## src/design/uiw_pkg.sv

```systemverilog
/*
  Package for the interrupt and wake unit: register offsets, field
  positions, reset values, timing constants and shared carrier types.
  Assumes one 125 MHz system clock and a plain register port.
*/
// Behaviour
// - Every taken interrupt vectors to one address
// - Timer overflow sets status bit 0
// - Port level change sets status bit 4
// - Channel one edge beyond threshold sets bit 5
// - Channel one counter saturation sets bit 5
// - Channel two edge beyond threshold sets bit 6
// - Channel two counter saturation sets bit 6
// - Accepted unsupported control setup sets status bit 1
// - Bus suspend sets status bit 2
// - Bus reset sets status bit 3
// - Suspend exit without own resume sets bit 7
// - Host resume interrupt only in slow mode
// - Masked sources still set their flags
// - Global enable set by enable/return, cleared by disable
// - No bus response until first bus reset
// - Clearing run bit stops oscillator, sleeps core
// - Wake on host resume, watchdog, port change
// - Clearing dual-clock bit selects slow oscillator
// - Watchdog resets core, not the bus controller
// - Power-on reset clears counters, loads defaults
// - Only unsupported commands flag the core
// - Mask bits ordered as the status bits
// - Slow clock field picks 500 Hz to 256 kHz
package uiw_pkg;

  // Register indices on the plain register port
  localparam logic [3:0] ADDR_STATUS  = 4'h0;
  localparam logic [3:0] ADDR_MASK    = 4'h1;
  localparam logic [3:0] ADDR_SPECIAL = 4'h2;
  localparam logic [3:0] ADDR_OPMODE  = 4'h3;
  localparam logic [3:0] ADDR_CH1LO   = 4'h4;
  localparam logic [3:0] ADDR_CH1HI   = 4'h5;
  localparam logic [3:0] ADDR_CH2LO   = 4'h6;
  localparam logic [3:0] ADDR_CH2HI   = 4'h7;
  localparam logic [3:0] ADDR_STATE   = 4'h8;

  // Status and mask bit positions
  localparam int BIT_TIMER   = 0;
  localparam int BIT_SETUP   = 1;
  localparam int BIT_SUSPEND = 2;
  localparam int BIT_BUSRST  = 3;
  localparam int BIT_PORT    = 4;
  localparam int BIT_CH1     = 5;
  localparam int BIT_CH2     = 6;
  localparam int BIT_RESUME  = 7;

  // Special function control fields
  localparam int BIT_RUN     = 4;
  localparam int BIT_DUALCLK = 7;
  localparam int BIT_DEVRES  = 3;
  // Operation mode control fields
  localparam int BIT_PATTERN = 2;
  localparam int BIT_FRQLO   = 6;

  // Reset values
  localparam logic [7:0] RST_STATUS  = 8'h00;
  localparam logic [7:0] RST_MASK    = 8'h00;
  localparam logic [7:0] RST_SPECIAL = 8'hD7;
  localparam logic [7:0] RST_OPMODE  = 8'hE0;

  // Single shared vector address
  localparam logic [11:0] VECTOR_ADDR = 12'h001;
  // Pattern counter saturation value
  localparam logic [7:0] PATTERN_SAT = 8'hFF;

  // Slow clock periods in ns for codes 00..11, and cycle counts
  localparam int CLK_NS = 8;
  localparam int SLOW_NS_500   = 2000000;
  localparam int SLOW_NS_4K    = 250000;
  localparam int SLOW_NS_32K   = 31250;
  localparam int SLOW_NS_256K  = 3906;
  localparam int SLOW_CYC_500  = SLOW_NS_500 / CLK_NS;
  localparam int SLOW_CYC_4K   = SLOW_NS_4K / CLK_NS;
  localparam int SLOW_CYC_32K  = SLOW_NS_32K / CLK_NS;
  localparam int SLOW_CYC_256K = SLOW_NS_256K / CLK_NS;

  // Core power states
  typedef enum logic [1:0] {PWR_RUN, PWR_SLOW, PWR_SLEEP} uiw_pwr_e;

  // Bus controller events toward this block
  typedef struct packed {
    logic setupOk;     // Setup accepted on control endpoint
    logic unsupported; // Standard command not handled in hardware
    logic suspend;     // Bus suspend level
    logic busReset;    // Bus reset pulse
  } uiw_usb_s;

  // Instruction strobes from the core
  typedef struct packed {
    logic enable_interrupt_instruction;      // Enable-interrupt instruction
    logic return_from_interrupt_instruction;     // Return-from-interrupt instruction
    logic disable_interrupt_instruction;     // Disable-interrupt instruction
    logic boundary; // Instruction boundary
  } uiw_core_s;

endpackage

```

## src/design/uiw_unit.sv

```systemverilog
/*
  Interrupt, wake and power-mode unit. Collects eight sources into a
  sticky status register, gates with mask and global enable, vectors the
  core. Assumes pattern pins and port pins are asynchronous; bus events
  and core strobes come from logic on clk.
*/
`timescale 1ns/1ns
module uiw_unit #(
  parameter int SLOW_500 = uiw_pkg::SLOW_CYC_500 // Long count, shortenable
) (
  input  wire logic             clk,
  input  wire logic             reset,
  input  wire logic [3:0]       regAddr,
  input  wire logic [7:0]       regWdata,
  input  wire logic             regWr,
  input  wire logic             regRd,
  output logic      [7:0]       regRdata,
  input  wire logic             timerOvf,
  input  wire logic [7:0]       portPins,
  input  wire logic             chOnePin,
  input  wire logic             chTwoPin,
  input  wire logic             sampleTick,
  input  wire uiw_pkg::uiw_usb_s usbEv,
  input  wire uiw_pkg::uiw_core_s coreEv,
  input  wire logic             watchdogOvf,
  output logic                  irqTake,
  output logic      [11:0]      vectorAddr,
  output logic                  coreReset,
  output logic                  oscStop,
  output logic                  slowClkSel,
  output logic                  slowTick,
  output logic                  busRespEn
);

  // Software-visible registers
  logic [7:0] status_q, status_d;   // Sticky flags
  logic [7:0] mask_q, mask_d;       // Per-source enables
  logic [7:0] special_q, special_d; // Run, dual clock, resume
  logic [7:0] opmode_q, opmode_d;   // Pattern enable, slow freq field
  logic [7:0] ch1Lo_q, ch1Lo_d, ch1Hi_q, ch1Hi_d;
  logic [7:0] ch2Lo_q, ch2Lo_d, ch2Hi_q, ch2Hi_d;
  logic       gie_q, gie_d;         // Global enable
  logic       busArmed_q, busArmed_d;
  logic       suspPrev_q, suspPrev_d;
  logic [7:0] rdata_q, rdata_d;
  // Synchronisers: first stage read only by second
  logic [9:0] sync1_q, sync2_q;
  logic [9:0] last_q, last_d;       // Previous synchronised levels
  logic [7:0] cnt1_q, cnt1_d, cnt2_q, cnt2_d;
  logic [20:0] slowCnt_q, slowCnt_d;
  logic       tick_q, tick_d;

  // Threshold/saturation check for one channel
  function automatic logic patHit(input logic now, input logic was,
                                  input logic [7:0] cnt, input logic [7:0] lo,
                                  input logic [7:0] hi, input logic samp);
    logic fell;
    logic rose;
    fell = was & ~now;
    rose = ~was & now;
    patHit = (fell && cnt > hi) || (rose && cnt > lo) ||
             (samp && now == was && cnt == uiw_pkg::PATTERN_SAT);
  endfunction

  // Slow clock period for selection code
  function automatic logic [20:0] slowPeriod(input logic [1:0] sel);
    unique case (sel)
      2'b00: slowPeriod = 21'(SLOW_500);
      2'b01: slowPeriod = 21'(uiw_pkg::SLOW_CYC_4K);
      2'b10: slowPeriod = 21'(uiw_pkg::SLOW_CYC_32K);
      2'b11: slowPeriod = 21'(uiw_pkg::SLOW_CYC_256K);
    endcase
  endfunction

  logic [7:0] events;
  logic       patOn, slowMode, wake, pend;
  logic       ch1Now, ch2Now, ch1Was, ch2Was;

  // Two-flop synchronisers for pins
  always_ff @(posedge clk or posedge reset) begin
    if (reset) begin
      sync1_q <= 10'h000;
      sync2_q <= 10'h000;
    end else begin
      sync1_q <= {chTwoPin, chOnePin, portPins};
      sync2_q <= sync1_q;
    end
  end

  // Event collection and register next state
  always_comb begin
    patOn   = opmode_q[uiw_pkg::BIT_PATTERN];
    slowMode = ~special_q[uiw_pkg::BIT_DUALCLK];
    ch1Now = sync2_q[8];
    ch2Now = sync2_q[9];
    ch1Was = last_q[8];
    ch2Was = last_q[9];
    events = 8'h00;
    events[uiw_pkg::BIT_TIMER]   = timerOvf;
    events[uiw_pkg::BIT_PORT]    = |(sync2_q[7:0] ^ last_q[7:0]);
    events[uiw_pkg::BIT_CH1]     = patOn &
      patHit(ch1Now, ch1Was, cnt1_q, ch1Lo_q, ch1Hi_q, sampleTick);
    events[uiw_pkg::BIT_CH2]     = patOn &
      patHit(ch2Now, ch2Was, cnt2_q, ch2Lo_q, ch2Hi_q, sampleTick);
    // Setup flags the core only for unsupported commands
    events[uiw_pkg::BIT_SETUP]   = usbEv.setupOk & usbEv.unsupported;
    events[uiw_pkg::BIT_SUSPEND] = usbEv.suspend & ~suspPrev_q;
    events[uiw_pkg::BIT_BUSRST]  = usbEv.busReset;
    // Suspend exit not caused by own resume signalling
    events[uiw_pkg::BIT_RESUME]  = suspPrev_q & ~usbEv.suspend &
                                   ~special_q[uiw_pkg::BIT_DEVRES];

    last_d     = sync2_q;
    suspPrev_d = usbEv.suspend;
    // Pattern counters: count while level holds, restart on change
    cnt1_d = cnt1_q;
    cnt2_d = cnt2_q;
    if (!patOn || ch1Now != ch1Was) begin
      cnt1_d = 8'h00;
    end else if (sampleTick) begin
      cnt1_d = cnt1_q + 8'h01; // Wraps from saturation to zero
    end
    if (!patOn || ch2Now != ch2Was) begin
      cnt2_d = 8'h00;
    end else if (sampleTick) begin
      cnt2_d = cnt2_q + 8'h01;
    end

    // Register writes; hardware set wins over software clear
    status_d  = status_q;
    mask_d    = mask_q;
    special_d = special_q;
    opmode_d  = opmode_q;
    ch1Lo_d   = ch1Lo_q;
    ch1Hi_d   = ch1Hi_q;
    ch2Lo_d   = ch2Lo_q;
    ch2Hi_d   = ch2Hi_q;
    if (regWr) begin
      unique case (regAddr)
        uiw_pkg::ADDR_STATUS:  status_d  = regWdata;
        uiw_pkg::ADDR_MASK:    mask_d    = regWdata;
        uiw_pkg::ADDR_SPECIAL: special_d = regWdata;
        uiw_pkg::ADDR_OPMODE:  opmode_d  = regWdata;
        uiw_pkg::ADDR_CH1LO:   ch1Lo_d   = regWdata;
        uiw_pkg::ADDR_CH1HI:   ch1Hi_d   = regWdata;
        uiw_pkg::ADDR_CH2LO:   ch2Lo_d   = regWdata;
        uiw_pkg::ADDR_CH2HI:   ch2Hi_d   = regWdata;
        default: ;
      endcase
    end
    status_d = status_d | events;

    // Device resume bit drops once suspend goes low
    if (!usbEv.suspend) begin
      special_d[uiw_pkg::BIT_DEVRES] = 1'b0;
    end
    // Wake from sleep: host resume, watchdog, port change
    wake = events[uiw_pkg::BIT_RESUME] | watchdogOvf | events[uiw_pkg::BIT_PORT];
    if (wake) begin
      special_d[uiw_pkg::BIT_RUN] = 1'b1;
    end

    // Global enable; watchdog restart clears it as core restarts
    gie_d = gie_q;
    if (coreEv.disable_interrupt_instruction || watchdogOvf) begin
      gie_d = 1'b0;
    end else if (coreEv.enable_interrupt_instruction || coreEv.return_from_interrupt_instruction) begin
      gie_d = 1'b1;
    end
    // Watchdog restarts the core; bus arming survives
    if (watchdogOvf) begin
      status_d = events;
      mask_d   = uiw_pkg::RST_MASK;
    end
    busArmed_d = busArmed_q | usbEv.busReset;

    // Read mux
    rdata_d = rdata_q;
    if (regRd) begin
      unique case (regAddr)
        uiw_pkg::ADDR_STATUS:  rdata_d = status_q;
        uiw_pkg::ADDR_MASK:    rdata_d = mask_q;
        uiw_pkg::ADDR_SPECIAL: rdata_d = special_q;
        uiw_pkg::ADDR_OPMODE:  rdata_d = opmode_q;
        uiw_pkg::ADDR_CH1LO:   rdata_d = ch1Lo_q;
        uiw_pkg::ADDR_CH1HI:   rdata_d = ch1Hi_q;
        uiw_pkg::ADDR_CH2LO:   rdata_d = ch2Lo_q;
        uiw_pkg::ADDR_CH2HI:   rdata_d = ch2Hi_q;
        uiw_pkg::ADDR_STATE:   rdata_d = {5'h00, busArmed_q, slowMode, gie_q};
        default:               rdata_d = 8'h00; // Unmapped reads zero
      endcase
    end

    // Slow oscillator model as a tick divider
    slowCnt_d = slowCnt_q + 21'h00_0001;
    tick_d = 1'b0;
    if (!slowMode) begin
      slowCnt_d = 21'h00_0000;
    end else if (slowCnt_q >= slowPeriod(opmode_q[uiw_pkg::BIT_FRQLO +: 2]) - 21'h00_0001) begin
      slowCnt_d = 21'h00_0000;
      tick_d = 1'b1;
    end
  end

  // Register all state but the synchronisers; power-on reset loads defaults
  always_ff @(posedge clk or posedge reset) begin
    if (reset) begin
      status_q   <= uiw_pkg::RST_STATUS;
      mask_q     <= uiw_pkg::RST_MASK;
      special_q  <= uiw_pkg::RST_SPECIAL;
      opmode_q   <= uiw_pkg::RST_OPMODE;
      ch1Lo_q    <= 8'h00;
      ch1Hi_q    <= 8'h00;
      ch2Lo_q    <= 8'h00;
      ch2Hi_q    <= 8'h00;
      gie_q      <= 1'b0;
      busArmed_q <= 1'b0;
      suspPrev_q <= 1'b0;
      rdata_q    <= 8'h00;
      last_q     <= 10'h000;
      cnt1_q     <= 8'h00;
      cnt2_q     <= 8'h00;
      slowCnt_q  <= 21'h00_0000;
      tick_q     <= 1'b0;
    end else begin
      status_q   <= status_d;
      mask_q     <= mask_d;
      special_q  <= special_d;
      opmode_q   <= opmode_d;
      ch1Lo_q    <= ch1Lo_d;
      ch1Hi_q    <= ch1Hi_d;
      ch2Lo_q    <= ch2Lo_d;
      ch2Hi_q    <= ch2Hi_d;
      gie_q      <= gie_d;
      busArmed_q <= busArmed_d;
      suspPrev_q <= suspPrev_d;
      rdata_q    <= rdata_d;
      last_q     <= last_d;
      cnt1_q     <= cnt1_d;
      cnt2_q     <= cnt2_d;
      slowCnt_q  <= slowCnt_d;
      tick_q     <= tick_d;
    end
  end

  // Take decision; host resume only counts in slow mode
  always_comb begin
    logic [7:0] live;
    live = status_q & mask_q;
    live[uiw_pkg::BIT_RESUME] = live[uiw_pkg::BIT_RESUME] & slowMode;
    pend = |live;
  end

  assign irqTake    = coreEv.boundary & gie_q & pend;
  assign vectorAddr = uiw_pkg::VECTOR_ADDR;
  assign coreReset  = watchdogOvf;
  assign oscStop    = ~special_q[uiw_pkg::BIT_RUN];
  assign slowClkSel = slowMode;
  assign slowTick   = tick_q;
  assign busRespEn  = busArmed_q;
  assign regRdata   = rdata_q;

  // Checks
  chk_status_sticky: assert property (@(posedge clk) disable iff (reset)
    timerOvf && !watchdogOvf |=> status_q[0]) else $error("timer flag not set");
  chk_bus_reset_flag: assert property (@(posedge clk) disable iff (reset)
    usbEv.busReset && !watchdogOvf |=> status_q[3] && busRespEn) else $error("bus reset lost");
  chk_no_take_gie: assert property (@(posedge clk) disable iff (reset)
    !gie_q |-> !irqTake) else $error("take without enable");
  chk_disable_interrupt_instruction_clears: assert property (@(posedge clk) disable iff (reset)
    coreEv.disable_interrupt_instruction |=> !gie_q) else $error("disable ignored");
  chk_masked_silent: assert property (@(posedge clk) disable iff (reset)
    mask_q == 8'h00 |-> !irqTake) else $error("masked source taken");
  chk_bus_quiet: assert property (@(posedge clk) disable iff (reset)
    !busArmed_q && !$past(usbEv.busReset) |-> !busRespEn) else $error("early response");
  chk_wake_run: assert property (@(posedge clk) disable iff (reset)
    watchdogOvf |=> !oscStop) else $error("no wake");
  chk_resume_gate: assert property (@(posedge clk) disable iff (reset)
    !slowMode && (status_q & mask_q) == 8'h80 |-> !irqTake) else $error("resume in fast mode");
  chk_port_flag: assert property (@(posedge clk) disable iff (reset)
    (sync2_q[7:0] != last_q[7:0]) && !watchdogOvf |=> status_q[4]) else $error("port flag");
endmodule

```

## config.mk

```make
export PLATFORM = sky130hd
export DESIGN_NAME = uiw_unit
export DESIGN_NICKNAME = d
export VERILOG_FILES = /design/src/design/uiw_pkg.sv /design/src/design/uiw_unit.sv
export SDC_FILE = /design/constraint.sdc
export NUM_CORES = 1
export LEC_CHECK = 0
export BUFFER_PORTS_ARGS = -buffer_cell sky130_fd_sc_hd__buf_4
export CAP_MARGIN = 20
export CORE_AREA = 2 2 153 155
export CTS_BUF_LIST = sky130_fd_sc_hd__clkbuf_4 sky130_fd_sc_hd__clkbuf_8
export DETAILED_ROUTE_END_ITERATION = 8
export DIE_AREA = 0 0 155 157
export GPL_TIMING_DRIVEN = 0
export PLACE_DENSITY_LB_ADDON = 0.12
export SYNTH_ARGS = -nofsm -noshare
export SYNTH_HDL_FRONTEND = slang
export SYNTH_SLANG_ARGS = --single-unit
export TNS_END_PERCENT = 5
```

## constraint.sdc

```tcl
create_clock -name clk -period 6.2 [get_ports clk]
set_input_delay 0.62 -clock clk [delete_from_list [all_inputs] [get_ports clk]]
set_output_delay 0.62 -clock clk [all_outputs]
set_load 0.005 [all_outputs]
```

After elaboration in Yosys (flattened, before gate mapping)
Cells that the tools add are included.
{"block": "classes", "n_eq_ne": 19, "addsub": 4, "order_cmp": 5, "reduce_logical": 37, "bitwise_logic": 28, "muxes": 23}
{"op": "$pmux 21 s4", "count": 1}
{"op": "$mux 8", "count": 10}
{"op": "$pmux 8 s9", "count": 1}
{"op": "$mux 21", "count": 3}
{"op": "$gt 8x8->1", "count": 4}
{"op": "$add 21x1->21 const B", "count": 1}
{"op": "$ge 21x21->1", "count": 1}
{"op": "$sub 21x1->21 const B", "count": 1}
{"op": "$reduce_and 2->1", "count": 9}
{"op": "$add 8x1->8 const B", "count": 2}
{"op": "$eq 4x3->1 const B", "count": 4}
{"op": "$eq 8x8->1 const B", "count": 2}
{"op": "$reduce_or 8->1", "count": 2}
{"op": "$reduce_bool 2->1", "count": 7}
{"op": "$and 1x1->1", "count": 13}
{"op": "$mux 5", "count": 2}
{"op": "$not 1->1", "count": 9}
{"op": "$and 8x8->8", "count": 1}
{"op": "$eq 4x2->1 const B", "count": 2}
{"op": "$logic_and 1x1->1", "count": 8}
{"op": "$logic_or 1x1->1", "count": 8}
{"op": "$or 8x8->8", "count": 1}
{"op": "$xor 8x8->8", "count": 1}
{"op": "$mux 1", "count": 6}
{"op": "12 further kinds", "count": 17}
{"block": "word_totals", "register_bits": 143, "in_bits": 37, "word_cells": 137}

Depth between registers and ports, before layout
Gate-level depths: netlist (run 1).
{"block": "logic_depth", "ltp_word": 8, "mapped_depth": 11, "mapped_depth_nobuf": 10}

Worst setup path after synthesis (run 1)
No wires, ideal clock.
{"block": "synth_path", "path_type": "register to register", "start": "register opmode_q[6]", "end": "register slowCnt_q[11]", "path_buffers": 1, "setup_time_ns": 0.145, "path_stages_with_launch": 12, "required_ns": 6.055, "path_slack_ns": 3.718, "arrival_ns": 2.337, "path_cell_list": "dfstp_2 > inv_1 > ha_1 > nor2_1 > nor2_1 > ha_1 > nand4_1 > nor3_1 > o2111ai_1 > nand4_2 > buf_6 > nor3_2"}
{"block": "synth_via", "elab_chain_cells": 7, "elab_cells_between_ends": 10, "classes_between": "1 x add/sub; 1 x order compare; 3 x eq/ne; 4 x mux; 1 x reduce/logical"}
{"item": "start, declared", "line": "uiw_unit.sv:39", "source": "logic [7:0] opmode_q, opmode_d;"}
{"item": "start signal, assigned", "line": "uiw_unit.sv:211", "source": "opmode_q <= uiw_pkg::RST_OPMODE;"}
{"item": "start signal, assigned", "line": "uiw_unit.sv:229", "source": "opmode_q <= opmode_d;"}
{"item": "$eq 2x2->1, or another cell as far along", "line": "uiw_unit.sv:67", "source": "unique case (sel)"}
{"item": "$pmux 21 s4 *", "line": "uiw_unit.sv:67"}
{"item": "$mux 21 *", "line": "uiw_unit.sv:197", "source": "if (!slowMode) begin"}
{"item": "$sub 21x1->21 *", "line": "uiw_unit.sv:199", "source": "end else if (slowCnt_q >= slowPeriod(opmode_q[uiw_pkg::BIT_FRQLO +: 2]) - 21'h00_0001) begin"}
{"item": "$ge 21x21->1 *", "line": "uiw_unit.sv:199"}
{"item": "$mux 21 *", "line": "uiw_unit.sv:199"}
{"item": "$mux 21 *", "line": "uiw_unit.sv:197"}
{"item": "net slowCnt_d[11]", "line": "uiw_unit.sv:50", "source": "logic [20:0] slowCnt_q, slowCnt_d;"}
{"item": "end signal, assigned", "line": "uiw_unit.sv:241", "source": "slowCnt_q <= slowCnt_d;"}
{"item": "end, declared", "line": "uiw_unit.sv:50"}
The timed path passes the listed nets; every way through them passes the cells marked *. The select of a mux whose other input is x is not followed.
A chain may end at the register's enable or synchronous reset.

Worst setup path after layout (run 1)
{"block": "layout_path", "start": "register opmode_q[6]", "end": "register slowCnt_q[8]"}
Same word-level chain as after synthesis.

==> flow_metrics.tcl, run 1 <==
set metrics [dict create \
    outcome "completed" \
    worst_slew_pin_slew_ps 800.9 \
    synth.avg_cell_area_um2 10.61 \
    crit_fanout 10 \
    final_common_cell "dfrtp_1" \
    antenna_found_initial 0 \
    fin_crit_ps 2989 \
    drc 0 \
    gp_congestion 0.8884 \
    cts_resized 0 \
    hp-class "in2async" \
    fillCellCount 2195 \
    vias_per_cell 5.220 \
    synthCells 740 \
    ys_ff_latch 143 \
    crit_path_max_incr_delay_ps 600 \
    p_int_uw 1551 \
    fmax_ghz 0.3346 \
    synth_top_flop_cell "dfrtp_1" \
    switching_share 0.3430 \
    cts_sinks 143 \
    synth_cell_types 64 \
    fp.dieW_um 155 \
    finalMaxSlewViolations 0 \
    power.density_nw_per_um2 260.7 \
    fin_tns_setup_ps 0 \
    grtUsageTotal 0.1763 \
    skew_ps 14.00 \
    root_buffer "clkbuf_8" \
    overflow 0 \
    rsz0062_at_grt "no" \
    cp-end-kind "flip-flop" \
    worstSetupPathType "reg2reg" \
    finalSetupViolations 0 \
    die_h_um 157 \
    finalCritPeriodShare 0.4821 \
    grt_pass1_wl_um 32910 \
    cp-start-kind "flip-flop" \
    ys_seq_area_frac 0.4572 \
    grt_pass1_vias 6009 \
    crit_family "simple AND/OR/NAND/NOR gates" \
    diodes 0 \
    cts_tree "yes" \
    cp.arrival_ps 3300 \
    cts.htree.levels 4 \
    postCtsSetupRepairBufs 0 \
    cts_buffer_depth 2 \
    die_area_um2 24340 \
    timing.final.ws_setup_ps 3211 \
    drt-initial-drc-count 331 \
    p_clk_frac 0.324 \
    worstSkewPairLatency_ps 460 \
    final_cell_mix "dfrtp_1, ha_1, buf_4" \
    hold_viol 0 \
    initial_core_util 0.3489 \
    max_cap_violations 0 \
    p_leak_uw 0.004177 \
    postCtsHoldBufs 0 \
    critical_path_buf_inv_count 2 \
    vdd_drop_max_mv 0.1251 \
    max_slew_margin 0.4661 \
    syn_area_um2 7851 \
    dr.pass1.iters 5 \
    switchingPower_uw 809.9 \
    ant_nets 0 \
    cts_buffers 17 \
    wl_um 20260 \
    detail_route.wl_per_cell_um 18.15 \
    via_count 5825 \
    ioPinCount 63 \
    area_growth_pct 15.35 \
    synthArstFlopShare 1.000 \
    cp.required_ps 6510 \
    grt_max_degree 85 \
    cts.clk_slew.worst_paths_ps 100 \
    dpl.hpwl_um 15310 \
    port_buffers 46 \
    core_area_um2 22500 \
    dp_slack_ps 3221 \
    fin_util 0.4024 \
    cpMaxStageDelayCell "dfstp_2" \
    path_cells "inv_1 -> ha_1 -> nor2_1 -> nor2_1 -> ha_1 -> nand4_1 -> nor3_1 -> o2111ai_1 -> nand4_2 -> buf_6 -> nor3_2" \
    synth-edff-count 0 \
    nNetsFinal 920 \
    drive_gt1_frac 0.2166 \
    combPwrFrac 0.201 \
    yosysWarnings 0 \
    core.rowCount 55 \
    power_frac_seq 0.475 \
]
[path summary, 6_finish.rpt]
kind                                    startpoint                      end  slack [ps]  cells past startpoint
max reg2reg                opmode_q[6]$_DFFE_PP1P_   slowCnt_q[8]$_DFF_PP0_        3210                     11
min in group clk                       portPins[7]     sync1_q[7]$_DFF_PP0_         260                      1
min reg2reg                   sync1_q[2]$_DFF_PP0_      last_d[2]$_DFF_PP0_         360                      0
max                        opmode_q[6]$_DFFE_PP1P_   slowCnt_q[8]$_DFF_PP0_        3210                     11
min                                          reset   slowCnt_q[5]$_DFF_PP0_         210                      2
max in group asynchronous                    reset  opmode_q[5]$_DFFE_PP1P_        5150                      3
[cells by family after synthesis]
| logic type | Yosys count | synth area share |
|---|---|---|
| and+or+nand+nor | 213 | 0.1519 |
| DFF | 143 | 0.4572 |
| AOI/OAI and AO/OA | 134 | 0.1141 |
| buffers and inverters | 91 | 0.05514 |
| adders and majority gates | 65 | 0.1036 |
| muxes | 55 | 0.07586 |
| xor gates and xnor gates | 37 | 0.04127 |
| other | 2 | 0.0009565 |
[through the flow]
step	instances	cell area, um^2	hold slack [ps]	total power, uW
2_1_floorplan	752	7896	331.2	1438
3_3_place_gp	1083	8598	331.1	1596
3_5_place_dp	1084	8631	334.7	1620
4_1_cts	1116	9056	222.4	2396
5_1_grt	1116	9056	203.8	2510
6_report	1116	9056	214.7	2361
[area by class of cell]
class                      instances  area, um^2  area share
multi-input combinational        518        3874      0.4277
sequential                       143        3590      0.3964
timing repair buffer              47       372.9     0.04117
tap                              285       356.6     0.03938
buffer                            40       241.5     0.02666
clock buffer                      17       234.0     0.02584
inverter                          51       196.4     0.02169
clock inverter                    15       191.4     0.02114
[registers in the layout (all words and copies together), names as in the netlist, 8 cells and up]
register and count:
last_d 10, ch1Hi_q 8, cnt2_q 8, cnt1_q 8, ch2Lo_q 8, last_q 10, slowCnt_q 21, sync1_q 10
opmode_q 8, mask_q 8, special_q 8, ch1Lo_q 8, ch2Hi_q 8, regRdata 8, status_q 8
[cells in the mapped netlist (13+ instances only)]
cell type  instances  area share
dfrtp_1          134        0.43
nand2_1           55       0.026
xnor2_1           21       0.023
nor3_2            20       0.025
xor2_1            16       0.018
ha_1              65        0.10
buf_2             15      0.0096
inv_1             51       0.024
nand4_1           22       0.018
mux2i_1           28       0.036
mux2_2            26       0.037
a21oi_1           23       0.015
nand3_1           13      0.0083
buf_4             15       0.014
o21ai_0           41       0.026
nor2_1            43       0.021
[layer usage]
layer	GRT usage	vias up	part of all wire	wire length (um)
li1	-	2781	-	-
met1	0.2272	2899	0.45	9070
met2	0.2961	119	0.49	9936
met3	0.03827	26	0.039	785
met4	0.05688	0	0.023	467
met5	0	-	0	0
[power by group through the flow]
stage               Sequential (uW)  Combinational [uW]  Clock (uW)
floorplan                      1100                 336           0
global placement               1140                 456           0
detailed placement             1140                 480           0
CTS                            1120                 482         791
finish                         1120                 475         765
global route                   1130                 540         837
Note: power is estimated with default switching activity, not from simulation.
==> run 2, diff against run 1 <==
--- a/config.mk
+++ b/config.mk
@@ -5,12 +5,13 @@
 export SDC_FILE = /design/constraint.sdc
 export NUM_CORES = 1
 export LEC_CHECK = 0
+export ABC_AREA = 1
 export BUFFER_PORTS_ARGS = -buffer_cell sky130_fd_sc_hd__buf_4
 export CAP_MARGIN = 20
-export CORE_AREA = 2 2 153 155
+export CORE_AREA = 2 2 155 157
 export CTS_BUF_LIST = sky130_fd_sc_hd__clkbuf_4 sky130_fd_sc_hd__clkbuf_8
 export DETAILED_ROUTE_END_ITERATION = 8
-export DIE_AREA = 0 0 155 157
+export DIE_AREA = 0 0 157 159
 export GPL_TIMING_DRIVEN = 0
 export PLACE_DENSITY_LB_ADDON = 0.12
 export SYNTH_ARGS = -nofsm -noshare
==> constraint.sdc (replaced) <==
create_clock -name clk -period 2.99 [get_ports clk]
set_input_delay 0.299 -clock clk [delete_from_list [all_inputs] [get_ports clk]]
set_output_delay 0.299 -clock clk [all_outputs]
set_load 0.005 [all_outputs]
==> run 2 against run 1 <==
  * Worst setup slack got worse by 2900 ps
  * Hold slack lost 190 ps
  * Clock-buffer cell count unchanged
  * Clock skew is essentially flat
  * Wire length rose by 2.6%
  * Synthesized cell count grew 33%
  * Sequential power increased by 100%
==> flow_metrics.tcl, run 2 <==
set metrics [dict create \
    cts_sinks 143 \
    die_h_um 159 \
    final_common_cell "nand2_1" \
    antenna_found_initial 0 \
    cts_buffers 17 \
    synth_top_area_frac 0.4176 \
    path_cells "inv_1 -> ha_1 -> nor2_4 -> nor2_1 -> ha_1 -> nand2_1 -> nor2_1 -> nand2_1 -> nor2_1 -> nand2_1 -> nand4_1 -> clkbuf_4 -> nor2_1" \
    ioPinCount 63 \
    cts.htree.levels 4 \
    finalCritPeriodShare 0.8845 \
    finalSetupViolations 0 \
    met2_length_um 8911 \
    cts_tree "yes" \
    syn_area_um2 8030 \
    grt_max_degree 35 \
    core_area_um2 23190 \
    fin_util 0.4077 \
    largest_reg_flops 21 \
    synth_cell_types 45 \
    grtUsageTotal 0.1766 \
    dr.pass1.iters 5 \
    synthCells 985 \
    power.density_nw_per_um2 512.9 \
    synth-edff-count 0 \
    met1Wirelength_um 11010 \
    yosysWarnings 0 \
    cp.arrival_ps 3000 \
    overflow 0 \
    area_growth_pct 17.76 \
    drive_gt1_frac 0.1538 \
    cp_common_cell "nor2_1" \
    crit_fanout 10 \
    cp-end-kind "flip-flop" \
    outcome "completed" \
    wl_met3_um 601 \
    ys_seq_area_frac 0.4470 \
    cp.required_ps 3350 \
    grt_pass1_wl_um 33830 \
    fp.dieW_um 157 \
    finalMaxSlewViolations 0 \
    worst_slew_pin_slew_ps 836.0 \
    fin_crit_ps 2645 \
    dpl.hpwl_um 15630 \
    vias_per_cell 4.548 \
    synth_top_flop_cell "dfrtp_1" \
    drc 0 \
    hold_viol 0 \
    gp_congestion 0.8102 \
    cts.clk_slew.worst_paths_ps 100 \
    nNetsFinal 1181 \
    switching_share 0.3497 \
    worstSkewPairLatency_ps 470 \
    final_cell_mix "nand2_1, inv_1, dfrtp_1" \
    crit_path_max_incr_delay_ps 630 \
    synth.most_common_cell "nand2_1" \
    cts_buffer_depth 2 \
    p_leak_uw 0.004724 \
    ys_ff_latch 143 \
    dp_slack_ps 126.5 \
    power_frac_seq 0.467 \
    netlist_top_cells_area "dfrtp_1, nand2_1, ha_1" \
    initial_core_util 0.3462 \
    cpMaxStageDelayCell "dfstp_2" \
    rsz0062_at_grt "no" \
    diodes 0 \
    dpl-instance-area_um2 8904 \
    port_buffers 46 \
    via_count 6417 \
    synth.avg_cell_area_um2 8.152 \
    drt-initial-drc-count 337 \
    largest_register "slowCnt_q" \
    p_clk_frac 0.332 \
    worstSetupPathType "reg2reg" \
    p_int_uw 3154 \
    hp-class "in2reg" \
    vdd_drop_max_mv 0.2518 \
    synth_top_cell_by_area "dfrtp_1" \
    core.rowCount 56 \
    detail_route.wl_per_cell_um 14.73 \
    cp-start-kind "flip-flop" \
    fin_total_pwr_uw 4850 \
    fin_cells 1411 \
    combPwrFrac 0.201 \
    netlist_top_cells_count "nand2_1, inv_1, dfrtp_1, nor2_1" \
    skew_ps 14.39 \
    die_area_um2 24960 \
    switchingPower_uw 1696 \
    ant_nets 0 \
    root_buffer "clkbuf_8" \
    fin_area_um2 9457 \
    grt_pass1_vias 6134 \
    top_layer_used "met4" \
    fmax_ghz 0.3781 \
    wl_um 20790 \
    dp.cells 1366 \
    max_slew_margin 0.4415 \
    timing.final.ws_setup_ps 345.5 \
    max_cap_violations 0 \
    synthArstFlopShare 1.000 \
]
## run 2: worst max-delay path, delay by kind of cell (launching register included)
kind                       cells  cell delay (ps)
adders and majority gates      2              560
buffers and inverters          2              400
DFF                            1              630
and+or+nand+nor                9              960
## run 2: kinds of logic (layout without fill, tap and decap cells)
kind of cell	after synthesis	in the layout	share of synthesized area
flops	143	143	0.4470
simple gates	433	433	0.2333
mux	1	1	0.001247
xor+xnor	11	11	0.01200
fa+ha+maj	65	65	0.1013
compound gates	158	158	0.1106
other cells	2	14	0.0009352
buf+inv	172	267	0.09364
## run 2: layer usage
metal  GRT usage  vias up
met5           0        -
met4     0.05171        0
met3     0.02477       18
met2      0.2582       99
met1      0.2700     2975
li1            -     3325
## run 2: per-stage QoR
stage,setup TNS [ps],hold WS (ps)
finish,0,29.27
global placement,-28040,333.7
floorplan,0,330.4
detailed placement,0,335.8
global route,0,23.09
CTS,0,3.363
## run 2: timing repair
item,4_1_cts,5_1_grt
gates resized for setup,0,3
setup endpoints to repair,0,20
hold buffers,13,0
setup buffers,0,0
endpoints found under the hold margin,20,0
## run 2: final cells by class
type                            count  area [um^2]
Timing Repair Buffer               63        555.5
Fill cell                        2401        13740
Buffer                             28        211.5
Inverter                          144        546.8
Multi-Input combinational cell    682         3741
Sequential cell                   143         3590
Tap cell                          319        399.1
Clock buffer                       17        234.0
Clock inverter                     15        178.9
## run 2: power groups by stage
| stage | clock network (uW) | logic [uW] | registers [uW] |
|---|---|---|---|
| floorplan | 0 | 660 | 2260 |
| global placement | 0 | 942 | 2300 |
| detailed placement | 0 | 960 | 2300 |
| global route | 1750 | 1150 | 2290 |
| finish | 1610 | 975 | 2270 |
| CTS | 1670 | 983 | 2270 |
## run 2: path summary, 6_finish.rpt
path                            cells past startpoint                    start                      end  slack, ps
worst max-delay path                               13  opmode_q[6]$_DFFE_PP1P_   slowCnt_q[6]$_DFF_PP0_        350
worst min-delay path                                3                 usbEv[2]    status_q[1]$_DFF_PP0_         30
worst max register to register                     13  opmode_q[6]$_DFFE_PP1P_   slowCnt_q[6]$_DFF_PP0_        350
worst min register to register                      0     sync1_q[5]$_DFF_PP0_      last_d[5]$_DFF_PP0_        360
max in group asynchronous                           5                    reset   ch1Hi_q[6]$_DFFE_PP0P_       1580
min in group asynchronous                           3                    reset  slowCnt_q[20]$_DFF_PP0_        540
==> run 3, diff against run 2 <==
--- a/config.mk
+++ b/config.mk
@@ -5,13 +5,12 @@
 export SDC_FILE = /design/constraint.sdc
 export NUM_CORES = 1
 export LEC_CHECK = 0
-export ABC_AREA = 1
 export BUFFER_PORTS_ARGS = -buffer_cell sky130_fd_sc_hd__buf_4
 export CAP_MARGIN = 20
-export CORE_AREA = 2 2 155 157
+export CORE_AREA = 2 2 153 155
 export CTS_BUF_LIST = sky130_fd_sc_hd__clkbuf_4 sky130_fd_sc_hd__clkbuf_8
 export DETAILED_ROUTE_END_ITERATION = 8
-export DIE_AREA = 0 0 157 159
+export DIE_AREA = 0 0 155 157
 export GPL_TIMING_DRIVEN = 0
 export PLACE_DENSITY_LB_ADDON = 0.12
 export SYNTH_ARGS = -nofsm -noshare
==> run 3 against run 2 <==
  * Hold slack better by 5.3 ps
  * Sequential share of layout area is 0.81 points higher
  * Clock skew is 0.65 ps higher
  * Register-to-register slack worse by 98 ps
  * Flip-flop and latch count stayed put
  * Worst setup slack worse by 98 ps
  * Sequential power is 3% higher
  * Clock power hardly changed
  * Critical endpoint is now slowCnt_q[17]$_DFF_PP0_
==> flow_metrics.tcl, run 3 (synthesized netlist as in run 1, its figures left out) <==
set metrics [dict create \
    outcome "completed" \
    fmax_ghz 0.3647 \
    max_cap_violations 0 \
    final_cell_mix "dfrtp_1, ha_1, buf_4" \
    hp-class "in2reg" \
    startpoint "opmode_q[6]$_DFFE_PP1P_" \
    drc 0 \
    rsz0062_at_grt "no" \
    cp-end-kind "flip-flop" \
    finalSetupViolations 0 \
    final_common_cell "dfrtp_1" \
    top_layer_used "met4" \
    cts_buffer_depth 2 \
    grt_max_degree 41 \
    power_frac_seq 0.470 \
    path_cells "inv_1 -> ha_1 -> nor2_2 -> nor2_1 -> ha_1 -> nand4_1 -> nor3_4 -> o2111ai_1 -> nand4_2 -> buf_6 -> nor3_2" \
    ioPinCount 63 \
    min-delay-start "usbEv[0]" \
    crit_path_max_incr_delay_ps 600 \
    vias_per_cell 5.189 \
    max_slew_margin 0.4670 \
    dr.pass1.iters 4 \
    cts_buffers 17 \
    worstSkewPairLatency_ps 460 \
    dp_slack_ps 33.30 \
    largest_register "slowCnt_q" \
    overflow 0 \
    reg2reg_depth 11 \
    via_count 5879 \
    dpl.hpwl_um 15630 \
    cp.arrival_ps 3050 \
    reg2reg_to "slowCnt_q[17]$_DFF_PP0_" \
    met1Wirelength_um 9424 \
    port_buffers 46 \
    worst_slew_pin_slew_ps 799.6 \
    worstSetupPathType "reg2reg" \
    fp.dieW_um 155 \
    p_clk_frac 0.324 \
    cpMaxStageDelayCell "dfstp_2" \
    crit_end "slowCnt_q[17]$_DFF_PP0_" \
    crit_family "simple AND/OR/NAND/NOR gates" \
    cp.required_ps 3300 \
    dp.cells 1087 \
    met2_length_um 10250 \
    root_buffer "clkbuf_8" \
    power.density_nw_per_um2 536.0 \
    diodes 0 \
    die_area_um2 24340 \
    cts_sinks 143 \
    gp_congestion 0.9506 \
    cp-start-kind "flip-flop" \
    cts.clk_slew.worst_paths_ps 100 \
    p_int_uw 3241 \
    switching_share 0.3470 \
    cp_common_cell "ha_1" \
    drt-initial-drc-count 297 \
    vdd_drop_max_mv 0.2843 \
    skew_ps 15.04 \
    area_growth_pct 17.94 \
    largest_reg_flops 21 \
    wl_um 20930 \
    nNetsFinal 937 \
    ant_nets 0 \
    ff2ff_setup_slack_ps 250 \
    critical_path_buf_inv_count 2 \
    grtUsageTotal 0.1792 \
    path_depth 11 \
    finalMaxSlewViolations 0 \
    cts.htree.levels 4 \
    initial_core_util 0.3489 \
    timing.final.ws_setup_ps 247.9 \
    finalCritPeriodShare 0.9171 \
    p_leak_uw 0.004263 \
    core.rowCount 55 \
    antenna_found_initial 0 \
    combPwrFrac 0.206 \
    grt_pass1_wl_um 33310 \
    grt_pass1_vias 6017 \
    drive_gt1_frac 0.2182 \
    crit_fanout 10 \
    hold_viol 0 \
    core_area_um2 22500 \
    wl_met3_um 888 \
    fin_crit_ps 2742 \
    cts_tree "yes" \
    die_h_um 157 \
    fin_cells 1133 \
    rr_startpoint "opmode_q[6]$_DFFE_PP1P_" \
    detail_route.wl_per_cell_um 18.47 \
    switchingPower_uw 1723 \
]
-- run 3: cell count changes in the layout (fill, tap and decap cells not counted), sizes merged, moves of 11 or more --
cell	delta
nor3	+16
inv	-95
mux2i	+27
nand3	-16
o22ai	-15
o21ai	-43
xnor2	+19
nand4	+11
a21oi	-12
mux2	+26
nand2	-206
nor2	-65
-- run 3: layout make-up --
| cell class | count | area (um^2) |
|---|---|---|
| fill | 2154 | 13240 |
| inverter | 51 | 195.2 |
| clock inverter | 15 | 190.2 |
| tap | 285 | 356.6 |
| timing repair buffer | 64 | 565.5 |
| multi-input combinational | 518 | 3887 |
| clock buffer | 17 | 234.0 |
| buffer | 40 | 241.5 |
| sequential | 143 | 3590 |
-- run 3: worst min path at each step --
stage,endpoint,cells past startpoint
2_1_floorplan,suspPrev_q$_DFF_PP0_,0
3_3_place_gp,last_d[2]$_DFF_PP0_,0
3_5_place_dp,last_d[4]$_DFF_PP0_,0
4_1_cts,status_q[0]$_DFF_PP0_,2
5_1_grt,busRespEn$_DFF_PP0_,2
6_report,busRespEn$_DFF_PP0_,2
-- run 3: what timing repair did --
item | CTS | global route
hold buffers | 13 | 1
gates resized for setup | 0 | 3
endpoints found under the hold margin | 28 | 1
setup endpoints to repair | 0 | 20
setup buffers | 0 | 0
-- run 3: worst reg2reg max path: cells and delay by family (launching register included) --
family          cells  cell delay (ps)
compound gates      1              160
fa+ha+maj           2              570
buf+inv             2              320
flops               1              600
simple gates        6              950
-- run 3: power groups by stage --
stage          sequential, uW  combinational, uW  clock [uW]
2_1_floorplan            2290                696           0
3_3_place_gp             2360                952           0
3_5_place_dp             2370               1000           0
4_1_cts                  2330               1020        1660
5_1_grt                  2360               1160        1750
6_report                 2330               1020        1610
-- run 3: through the flow --
| step | setup TNS, ps | total power [uW] | hold slack, ps | utilization | area, um^2 |
|---|---|---|---|---|---|
| global placement | -4489 | 3316 | 331.5 | 0.3823 | 8602 |
| floorplan | 0 | 2983 | 330.4 | - | 7900 |
| global route | 0 | 5266 | 0.7870 | 0.4115 | 9260 |
| CTS | 0 | 5010 | 2.205 | 0.4105 | 9236 |
| detailed placement | 0 | 3368 | 334.7 | 0.3858 | 8682 |
| finish | 0 | 4964 | 34.59 | 0.4115 | 9260 |
-- run 3: metal layers --
layer / track usage / up-vias
met5: 0 / -
met4: 0.05423 / 0
met3: 0.03442 / 25
met2: 0.3046 / 124
met1: 0.2323 / 2931
li1: - / 2799
